## src/refetch_pkg.sv

```systemverilog
// Purpose: constants for the write-wait and re-fetch inhibit control block
// Assumes: 32-bit Avalon-MM register slave, word addressed by byte address
// Notes: both control registers reset to zero
`default_nettype none
package refetch_pkg;
    localparam logic [3:0] PHYS_SPACE_CTRL_OFFSET = 4'h0;
    localparam logic [3:0] REFETCH_INHIBIT_OFFSET = 4'h4;
    localparam logic [31:0] PHYS_SPACE_CTRL_RESET = 32'h00000000;
    localparam logic [31:0] REFETCH_INHIBIT_RESET = 32'h00000000;
    localparam int AREA_COUNT = 8;
    localparam int CTRL_AREA_BIT = 7;
    localparam int INHIBIT_WIDTH = 5;
    localparam int INH_CORE_REGS_BIT = 4;
    localparam int INH_PERIPH_REGS_BIT = 3;
    localparam int INH_TLB_LOAD_BIT = 2;
    localparam int INH_TLB_ARRAY_BIT = 1;
    localparam int INH_ICACHE_ARRAY_BIT = 0;
    localparam logic [31:0] PERIPH_REG_BASE = 32'hFF200000;
    localparam logic [31:0] PERIPH_REG_LAST = 32'hFF2FFFFF;
    localparam logic [1:0] AREA_SHIFT_HI = 2'h2;
    typedef enum logic [2:0] {
        WW_IDLE = 3'b001,
        WW_PENDING = 3'b010,
        WW_STALL = 3'b100
    } write_wait_state_t;
endpackage
`default_nettype wire

```

## src/write_wait_tracker.sv

```systemverilog
// Purpose: tracks an outstanding write for one area and stalls the next access
// Assumes: write_issue_in pulses when a posted write leaves, write_done_in when it ends
// Notes: one outstanding tracked write at a time
`timescale 1ns/100ps
`default_nettype none
module write_wait_tracker (
    input wire logic clk_in,
    input wire logic sys_rst_in,
    input wire logic write_issue_in,
    input wire logic wait_enable_in,
    input wire logic write_done_in,
    input wire logic next_access_in,
    output logic stall_out
);
    refetch_pkg::write_wait_state_t state_q;
    refetch_pkg::write_wait_state_t state_d;

    always_comb begin
        state_d = state_q;
        case (state_q)
            refetch_pkg::WW_IDLE: begin
                if (write_issue_in && wait_enable_in && !write_done_in) begin
                    state_d = refetch_pkg::WW_PENDING;
                end
            end
            refetch_pkg::WW_PENDING: begin
                if (write_done_in) begin
                    state_d = refetch_pkg::WW_IDLE;
                end else if (next_access_in) begin
                    state_d = refetch_pkg::WW_STALL;
                end
            end
            refetch_pkg::WW_STALL: begin
                if (write_done_in) begin
                    state_d = refetch_pkg::WW_IDLE;
                end
            end
            default: state_d = refetch_pkg::WW_IDLE;
        endcase
    end

    always_ff @(posedge clk_in or posedge sys_rst_in) begin
        if (sys_rst_in) begin
            state_q <= refetch_pkg::WW_IDLE;
        end else begin
            state_q <= state_d;
        end
    end

    // combinational so a stall holds the access in the same cycle it is asked
    assign stall_out = (state_q != refetch_pkg::WW_IDLE) && next_access_in && !write_done_in;
endmodule
`default_nettype wire

```

## src/refetch_control.sv

```systemverilog
// Purpose: physical space write-wait control and instruction re-fetch inhibit control
// Assumes: core reports resource change events as one-cycle pulses
// Notes: registers over Avalon-MM, one wait state per access
//        bus_stall_out is combinational; every other output is a flip-flop
//
// The Avalon-MM slave port and the register addresses were decided locally.
`timescale 1ns/100ps
`default_nettype none
module refetch_control #(
    parameter int AREAS = refetch_pkg::AREA_COUNT
) (
    input wire logic clk_in,
    input wire logic sys_rst_in,
    // ****************
    // register bus
    // ****************
    input wire logic [3:0] avs_address_in,
    input wire logic avs_read_in,
    input wire logic avs_write_in,
    input wire logic [31:0] avs_writedata_in,
    input wire logic [3:0] avs_byteenable_in,
    output logic [31:0] avs_readdata_out,
    output logic avs_waitrequest_out,
    output logic [1:0] avs_response_out,
    // ****************
    // bus interface side
    // ****************
    input wire logic [2:0] wr_area_in,
    input wire logic wr_issue_in,
    input wire logic wr_uncached_in,
    input wire logic wr_through_in,
    input wire logic wr_done_in,
    input wire logic next_access_in,
    output logic [2:0] next_area_out,
    output logic bus_stall_out,
    // ****************
    // pipeline side
    // ****************
    input wire logic core_reg_change_in,
    input wire logic [31:0] reg_change_addr_in,
    input wire logic reg_change_in,
    input wire logic tlb_load_in,
    input wire logic tlb_array_write_in,
    input wire logic translation_on_in,
    input wire logic icache_array_write_in,
    input wire logic icache_on_in,
    output logic refetch_out,
    output logic [AREAS-1:0] area_write_wait_out,
    output logic [refetch_pkg::INHIBIT_WIDTH-1:0] refetch_inhibit_control_out
);
    logic [AREAS-1:0] area_write_wait_q;
    logic [refetch_pkg::INHIBIT_WIDTH-1:0] inhibit_q;
    logic waitreq_q;
    logic [31:0] rdata_q;
    logic [1:0] resp_q;
    logic refetch_q;
    logic [2:0] area_q;
    logic [AREAS-1:0] stall_vec;
    logic [AREAS-1:0] issue_vec;
    logic tracked_write;
    logic periph_change;
    logic pasc_wr_en;
    logic inh_wr_en;
    logic [31:0] pasc_merged;
    logic [31:0] inh_merged;
    logic [refetch_pkg::INHIBIT_WIDTH-1:0] refetch_cause;

    function automatic logic [31:0] be_merge(input logic [31:0] old_v, input logic [31:0] new_v,
                                              input logic [3:0] be);
        logic [31:0] r;
        r = old_v;
        for (int i = 0; i < 4; i++) begin
            if (be[i]) begin
                r[i*8 +: 8] = new_v[i*8 +: 8];
            end
        end
        return r;
    endfunction

    // register select, shared by the write enables and the read mux
    function automatic logic addr_hit(input logic [3:0] addr, input logic [3:0] offset);
        return addr == offset;
    endfunction

    // both end addresses of the window count as inside it
    function automatic logic in_periph_window(input logic [31:0] addr);
        return (addr >= refetch_pkg::PERIPH_REG_BASE) && (addr <= refetch_pkg::PERIPH_REG_LAST);
    endfunction

    // ****************
    // register access
    // ****************
    // waitrequest idles high and drops for one cycle, the cycle after a request is first seen
    wire logic access = (avs_read_in || avs_write_in) && waitreq_q;
    wire logic hit_pasc = addr_hit(avs_address_in, refetch_pkg::PHYS_SPACE_CTRL_OFFSET);
    wire logic hit_inh = addr_hit(avs_address_in, refetch_pkg::REFETCH_INHIBIT_OFFSET);

    always_ff @(posedge clk_in or posedge sys_rst_in) begin
        if (sys_rst_in) begin
            waitreq_q <= 1'b1;
        end else begin
            waitreq_q <= !access;
        end
    end

    assign avs_waitrequest_out = waitreq_q;

    // a write lands only at the edge where the master sees waitrequest low,
    // so a request that is still waiting never changes a register early
    assign pasc_wr_en = avs_write_in && !waitreq_q && hit_pasc;
    assign inh_wr_en = avs_write_in && !waitreq_q && hit_inh;

    // byte lanes merge first; bits above each field are dropped, as they read zero
    always_comb begin
        pasc_merged = be_merge({{(32-AREAS){1'b0}}, area_write_wait_q}, avs_writedata_in, avs_byteenable_in);
        inh_merged = be_merge({{(32-refetch_pkg::INHIBIT_WIDTH){1'b0}}, inhibit_q}, avs_writedata_in,
                              avs_byteenable_in);
    end

    always_ff @(posedge clk_in or posedge sys_rst_in) begin
        if (sys_rst_in) begin
            area_write_wait_q <= refetch_pkg::PHYS_SPACE_CTRL_RESET[AREAS-1:0];
        end else if (pasc_wr_en) begin
            area_write_wait_q <= pasc_merged[AREAS-1:0];
        end
    end

    always_ff @(posedge clk_in or posedge sys_rst_in) begin
        if (sys_rst_in) begin
            inhibit_q <= refetch_pkg::REFETCH_INHIBIT_RESET[refetch_pkg::INHIBIT_WIDTH-1:0];
        end else if (inh_wr_en) begin
            inhibit_q <= inh_merged[refetch_pkg::INHIBIT_WIDTH-1:0];
        end
    end

    // unmapped addresses read zero with a slave error response
    // read data and response are taken at the request edge and stand until the next access
    always_ff @(posedge clk_in or posedge sys_rst_in) begin
        if (sys_rst_in) begin
            rdata_q <= 32'h00000000;
            resp_q <= 2'h0;
        end else if (access) begin
            if (hit_pasc) begin
                rdata_q <= {{(32-AREAS){1'b0}}, area_write_wait_q};
                resp_q <= 2'h0;
            end else if (hit_inh) begin
                rdata_q <= {27'h0000000, inhibit_q};
                resp_q <= 2'h0;
            end else begin
                rdata_q <= 32'h00000000;
                resp_q <= 2'h2;
            end
        end
    end

    assign avs_readdata_out = rdata_q;
    assign avs_response_out = resp_q;

    // ****************
    // write-wait sequencing
    // ****************
    // copy-back writes are posted freely and never tracked
    assign tracked_write = wr_issue_in && (wr_uncached_in || wr_through_in);

    // area index equals bit index: area 7 is the control register area
    genvar g;
    generate
        for (g = 0; g < AREAS; g++) begin : g_area
            assign issue_vec[g] = tracked_write && (wr_area_in == 3'(g));
            write_wait_tracker u_trk (
                .clk_in(clk_in),
                .sys_rst_in(sys_rst_in),
                .write_issue_in(issue_vec[g]),
                .wait_enable_in(area_write_wait_q[g]),
                .write_done_in(wr_done_in),
                .next_access_in(next_access_in),
                .stall_out(stall_vec[g])
            );
        end
    endgenerate

    // remembers where the last tracked write went
    always_ff @(posedge clk_in or posedge sys_rst_in) begin
        if (sys_rst_in) begin
            area_q <= 3'h0;
        end else if (tracked_write) begin
            area_q <= wr_area_in;
        end
    end

    assign next_area_out = area_q;
    // limitation: one outstanding tracked write is assumed, a done pulse retires every tracker;
    // the stall stays combinational so the access is held in the cycle it is asked for
    assign bus_stall_out = |stall_vec;
    assign area_write_wait_out = area_write_wait_q;
    assign refetch_inhibit_control_out = inhibit_q;

    // ****************
    // re-fetch request
    // ****************
    assign periph_change = reg_change_in && in_periph_window(reg_change_addr_in);

    // one cause bit for each inhibit bit, in the register's own bit order
    always_comb begin
        refetch_cause = '0;
        refetch_cause[refetch_pkg::INH_CORE_REGS_BIT] = core_reg_change_in;
        refetch_cause[refetch_pkg::INH_PERIPH_REGS_BIT] = periph_change;
        refetch_cause[refetch_pkg::INH_TLB_LOAD_BIT] = tlb_load_in;
        refetch_cause[refetch_pkg::INH_TLB_ARRAY_BIT] = tlb_array_write_in && translation_on_in;
        refetch_cause[refetch_pkg::INH_ICACHE_ARRAY_BIT] = icache_array_write_in && icache_on_in;
    end

    // pulse tells the pipeline to flush younger fetches and fetch again;
    // registered, so the pipeline sees it one cycle after the change
    always_ff @(posedge clk_in or posedge sys_rst_in) begin
        if (sys_rst_in) begin
            refetch_q <= 1'b0;
        end else begin
            refetch_q <= |(refetch_cause & ~inhibit_q);
        end
    end

    assign refetch_out = refetch_q;
endmodule
`default_nettype wire

```

## config.mk

```make
export PLATFORM = sky130hd
export DESIGN_NAME = refetch_control
export DESIGN_NICKNAME = d
export VERILOG_FILES = /design/src/refetch_pkg.sv /design/src/write_wait_tracker.sv /design/src/refetch_control.sv
export SDC_FILE = /design/constraint.sdc
export NUM_CORES = 1
export LEC_CHECK = 0
export BUFFER_PORTS_ARGS = -buffer_cell sky130_fd_sc_hd__buf_4
export CAP_MARGIN = 10
export CORE_MARGIN = 2
export CORE_UTILIZATION = 45
export DETAILED_ROUTE_END_ITERATION = 8
export PLACE_DENSITY = 0.8
export SETUP_SLACK_MARGIN = 0.2
export SYNTH_ARGS = -nofsm -noshare
export SYNTH_HDL_FRONTEND = slang
export SYNTH_SLANG_ARGS = --single-unit
```

## constraint.sdc

```tcl
create_clock -name clk_in -period 2 [get_ports clk_in]
set_input_delay 0.1 -clock clk_in [delete_from_list [all_inputs] [get_ports clk_in]]
set_output_delay 0.1 -clock clk_in [all_outputs]
set_load 0.01 [all_outputs]
```

After elaboration in Yosys (flattened, before gate mapping)

Index checks and enable logic that the tools add are counted.

Multiplexer cells: 23
Order comparisons: 2
Reductions and logical operators: 68
Bitwise logic cells: 2
Eq/ne operators: 64

Operator list:

| operator                                               | count |
|---|---|
| one-hot mux 3 bit (3 select lines)                     | 8 |
| logical AND 1 bit                                      | 49 |
| equality test 3 bit (second input constant)            | 12 |
| two-way mux 3 bit                                      | 11 |
| >= comparator 32 bit (second input constant)           | 1 |
| <= comparator 32 bit (second input constant)           | 1 |
| equality test 3 x 2 -> 1 bit (second input constant)   | 10 |
| equality test 3 x 1 -> 1 bit (second input constant)   | 9 |
| inequality test 3 x 1 -> 1 bit (second input constant) | 8 |
| inequality test 3 bit (second input constant)          | 8 |
| AND reduction 3 bit                                    | 8 |
| inequality test 2 x 1 -> 1 bit (second input constant) | 8 |
| inequality test 2 bit (second input constant)          | 8 |
| two-way mux 8 bit                                      | 1 |
| OR reduction 8 bit                                     | 1 |
| bitwise AND 5 bit                                      | 1 |
| two-way mux 5 bit                                      | 1 |
| inverter 5 bit                                         | 1 |
| OR reduction 5 bit                                     | 1 |
| equality test 4 x 3 -> 1 bit (second input constant)   | 1 |
| zero test 4 bit                                        | 1 |
| two-way mux 2 bit                                      | 2 |
| AND reduction 2 bit                                    | 2 |
| zero test 1 bit                                        | 3 |
| 2 further kinds                                        | 3 |

Output and inout port bits: 53
Bits of input ports: 91
Word-level logic and storage cells: 174
Flip-flop bits (word level): 76

Longest topological paths before layout

Depth in word-level cells: 7
Depth in mapped cells: 5
Mapped depth without buffers: 3

Hierarchy

A second synthesis with hierarchy kept.

Cell total of the unflattened synthesis: 258
Area total of the unflattened synthesis: 2,836.5 um^2

By module, submodules not included:

| module             | times used | cells an instance | area each (um^2) | sequential area each (um^2) |
|---|---|---|---|---|
| refetch_control    | 1          | 130               | 1,435.1          | 676.9 |
| write_wait_tracker | 8          | 16                | 175.2            | 76.3 |

Worst setup path after synthesis

No wires, ideal clock.

Path type: flip-flop to flip-flop
From: register g_area[5].u_trk.state_q[0]
To: register g_area[5].u_trk.state_q[1]
Arrival time: 1,374 ps
Path slack: 561 ps
Required time: 1,935 ps
Cell stages (with the launch flop): 4
Path buffers: 0
Path through: dfstp_2 > or3b_2 > nor4_1 > a21o_1

Word-level cells in the longest chain between the ends: 3
Elaborated cells between the ends (all ways): 8
Those cells by class: eq/ne (6); mux (1); reduce/logical (1)

RTL lines:

| element                                                       | line                     | RTL |
|---|---|---|
| start: declaration                                            | write_wait_tracker.sv:15 | `refetch_pkg::write_wait_state_t state_q;` |
| start signal: assignment                                      | write_wait_tracker.sv:44 | `state_q <= refetch_pkg::WW_IDLE;` |
| start signal: assignment                                      | write_wait_tracker.sv:46 | `state_q <= state_d;` |
| equality test 3 x 2 -> 1 bit, or another cell as far along    | write_wait_tracker.sv:20 | `case (state_q)` |
| inequality test 3 bit (no line), or another cell as far along | n/a                      |  |
| AND reduction 3 bit (no line)                                 | n/a                      |  |

Parallel ways exist; a longest one is shown, timed or not.
A chain may end at the register's enable or synchronous reset.

Final worst setup path

From: register g_area[5].u_trk.state_q[0]
To: output port bus_stall_out

Word-level cells in the longest chain between the ends: 4

RTL lines:

| element                         | line                     | RTL |
|---|---|---|
| inequality test 3 x 1 -> 1 bit  | write_wait_tracker.sv:51 | `assign stall_out = (state_q != refetch_pkg::WW_IDLE) && next_access_in && !write_done_in;` |
| logical AND 1 bit (2 in series) | write_wait_tracker.sv:51 |  |
| OR reduction 8 bit              | refetch_control.sv:194   | `assign bus_stall_out = \|stall_vec;` |
| end: declaration                | refetch_control.sv:35    | `output logic bus_stall_out,` |

No other way between the ends.

==> flow_summary.json <==
{
  "track_usage_pct": 19.74,
  "clock_latency_ns": 0.31,
  "critical_path.top_delay_family": "simple AND/OR/NAND/NOR gates",
  "p_leak_nw": 1.564,
  "yosys_warnings": 0,
  "powerDensity_mw_per_mm2": 679.9,
  "dp_slack_ns": 0.3638,
  "synth_seq_cells": 51,
  "worstPathRequired_ns": 1.90,
  "grt_pass1_vias": 2101,
  "r2r-end": "g_area[5].u_trk.state_q[1]",
  "critPathArrivalTime_ns": 1.72,
  "overflow": 0,
  "r2r_start": "g_area[5].u_trk.state_q[0]",
  "ff2ff_path_depth": 4,
  "clock.fmax_ghz": 0.5485,
  "min_from": "avs_writedata_in[5]",
  "clock_sinks": 51,
  "fin_crit_sh_pct": 91.16,
  "place_congestion": 0.8621,
  "clk_path_buf_depth": 2,
  "setup_viol": 0,
  "path_class": "reg2out",
  "antenna_found_initial": 0,
  "crit_path_top_delay_cell": "dfstp_2",
  "synthCells": 255,
  "die-area_mm2": 0.006700,
  "yosysSeqAreaShare_pct": 47.20,
  "design.core.area_mm2": 0.005886,
  "root_buffer": "clkbuf_8",
  "tns_ns": 0,
  "netlist_area_mm2": 0.002728,
  "crit_path_end_kind": "output pin",
  "n_antenna_cell": 0,
  "final_nets": 415,
  "hpwl_mm": 4.715,
  "vias": 2096,
  "synth_edf_count": 0,
  "area_growth_pct": 22.39,
  "holdPathStages": 2,
  "cts_tree": "yes",
  "rsz0062_at_grt": "yes",
  "clk_pin_slew_ns": 0.10,
  "crit_buf_inv": 1,
  "layout.cells.non_filler": 400,
  "slowest_delay_ns": 0.53,
  "fin_crit_ns": 1.823,
  "r2r_setup_slack_ns": 0.36,
  "drt_iter0_markers": 137,
  "grt_max_degree": 23,
  "finClkSkew_ns": 0.007380,
  "critPathLaunchType": "register",
  "pin_count": 144,
  "die_w_um": 81.86,
  "holdWs_ns": 0.01740,
  "die_y_um": 81.86,
  "peakVddDrop_v": 0.0004978,
  "ys.flop_type": "dfrtp_1",
  "total_power_mw": 2.270,
  "synthArstFlopShare_pct": 100.0,
  "rows": 28,
  "dr.pass1.iters": 4,
  "hold_path_end": "area_write_wait_out[5]",
  "drv_cap": 0,
  "drive_gt1_share_pct": 37.85,
  "port_buffers": 71,
  "htree_levels": 2,
  "vias_per_cell": 5.240,
  "postRouteAntennaNets": 0,
  "syn_avg_cell_area_um2": 10.70,
  "grt_pass1_wl_mm": 10.06,
  "status": "finished clean",
  "worstPathMaxFanout": 2,
  "wire_per_inst_um": 15.31,
  "setup_ws_ns": 0.1769,
  "ys_types": 49,
  "hold_viol_final": 0,
  "dp_cells": 389,
  "cts_buffers": 5,
  "path_cells": "or3b_4 > and4b_1 > a21oi_2 > buf_4",
  "hold_path_class": "in2reg",
  "drt_drc_violations_left": 0,
  "slew_viol_final": 0,
  "routed_wl_mm": 6.123,
  "initial_core_util_pct": 46.34
}
[repair_timing]
action | 4_1_cts | 5_1_grt
hold buffers | 1 | 0
endpoints found under the hold margin | 11 | 0
setup buffers | 1 | 1
setup endpoints to repair | 1 | 1
pin swaps | 0 | 1
gates cloned | 0 | 0
resized for setup | 3 | 1
[synth_stat cells (3+ instances only)]
library cell	number	share of area, %
a21boi_0	5	1.4
a21oi_1	6	1.1
and4b_1	3	1.1
buf_4	33	9.1
clkbuf_1	4	0.55
dfrtp_1	42	39
dfstp_2	9	8.7
inv_1	6	0.83
mux2_2	17	7.0
mux2i_1	6	2.2
nand2_1	19	2.6
nand2b_1	6	1.4
nand3_1	3	0.55
nand3b_1	7	1.9
nand4b_1	3	0.96
nor2_1	13	1.8
nor3_1	5	0.92
nor3b_1	7	1.9
nor4_1	4	0.92
o21ai_0	10	1.8
or2_2	3	0.69
xor2_1	4	1.3
[cell families after synthesis]
logic type             share of synthesized area, %
flip-flops                                    47.20
multiplexers                                  9.220
AND/OR/NAND/NOR                               21.42
other                                        0.1375
AO/OA/AOI/OAI                                 8.808
buffers and inverters                         11.28
XOR/XNOR                                      1.927
[cells in the final DEF, fill, tap and decap left out, types with 5 or more instances in the layout]
cell / Yosys / final
buf_4: 33 / 76
dfrtp_1: 42 / 42
conb_1: 1 / 25
nand2_1: 19 / 19
mux2_2: 17 / 17
nor2_1: 13 / 13
o21ai_0: 10 / 10
dfstp_2: 9 / 9
nand3b_1: 7 / 7
nand2b_1: 6 / 6
nor3b_1: 7 / 6
mux2i_1: 6 / 6
clkbuf_8: 0 / 6
nor3_1: 5 / 5
a21boi_0: 5 / 5
a21oi_1: 6 / 5
inv_1: 6 / 5
[per-stage QoR]
stage / utilization (%) / cell area, um^2
detailed placement: 54.06 / 3182
global route: 56.72 / 3338
global placement: 54.06 / 3182
floorplan: - / 2818
CTS: 56.51 / 3326
finish: 56.72 / 3338
[how the worst max path moves through the flow]
stage / startpoint / slack, ns / end / cells after the start
after global routing: g_area[5].u_trk.state_q[0] / 0.12 / bus_stall_out / 4
final: g_area[5].u_trk.state_q[0] / 0.18 / bus_stall_out / 4
after floorplan: g_area[5].u_trk.state_q[0] / 0.56 / g_area[5].u_trk.state_q[1] / 3
after detailed placement: avs_address_in[1] / 0.36 / area_write_wait_out[0] / 4
after global placement: g_area[4].u_trk.state_q[0] / 0.42 / bus_stall_out / 4
after CTS: g_area[5].u_trk.state_q[0] / 0.18 / bus_stall_out / 4
[state kept, by name, indices dropped and copies added, names as in the netlist]
register / flops
avs_readdata_out: 8
area_write_wait_out: 8
refetch_out: 1
refetch_inhibit_control_out: 5
g_area.u_trk.state_q: 24
avs_response_out: 1
next_area_out: 3
avs_waitrequest_out: 1
[metal layers]
metal	track usage [%]	up-vias	wire length, um
met5	0	-	0
li1	-	984	-
met2	34.07	62	3118
met3	3.077	8	284
met1	25.25	1042	2632
met4	6.500	0	87
[final cells by class]
| cell class | count | area, um^2 |
|---|---|---|
| fill | 503 | 2547 |
| sequential | 51 | 1287 |
| multi-input combinational | 183 | 1236 |
| timing repair buffer | 77 | 580.6 |
| tap | 75 | 93.84 |
| clock buffer | 6 | 82.58 |
| clock inverter | 2 | 35.03 |
| inverter | 6 | 22.52 |
[worst reg2reg max path, cell delays in order (launching register included)]
cell	delay (ns)
dfstp_2	0.53
or3b_4	0.37
buf_4	0.14
nor4_1	0.41
a21o_1	0.13
[report_power, final]
group / switching [mW] / total [mW] / internal (mW)
logic: 0.181 / 0.376 / 0.194
clock network: 0.342 / 0.747 / 0.405
registers: 0.0569 / 1.15 / 1.09
total: 0.580 / 2.27 / 1.69
Note: power is estimated with default switching activity, not from simulation.
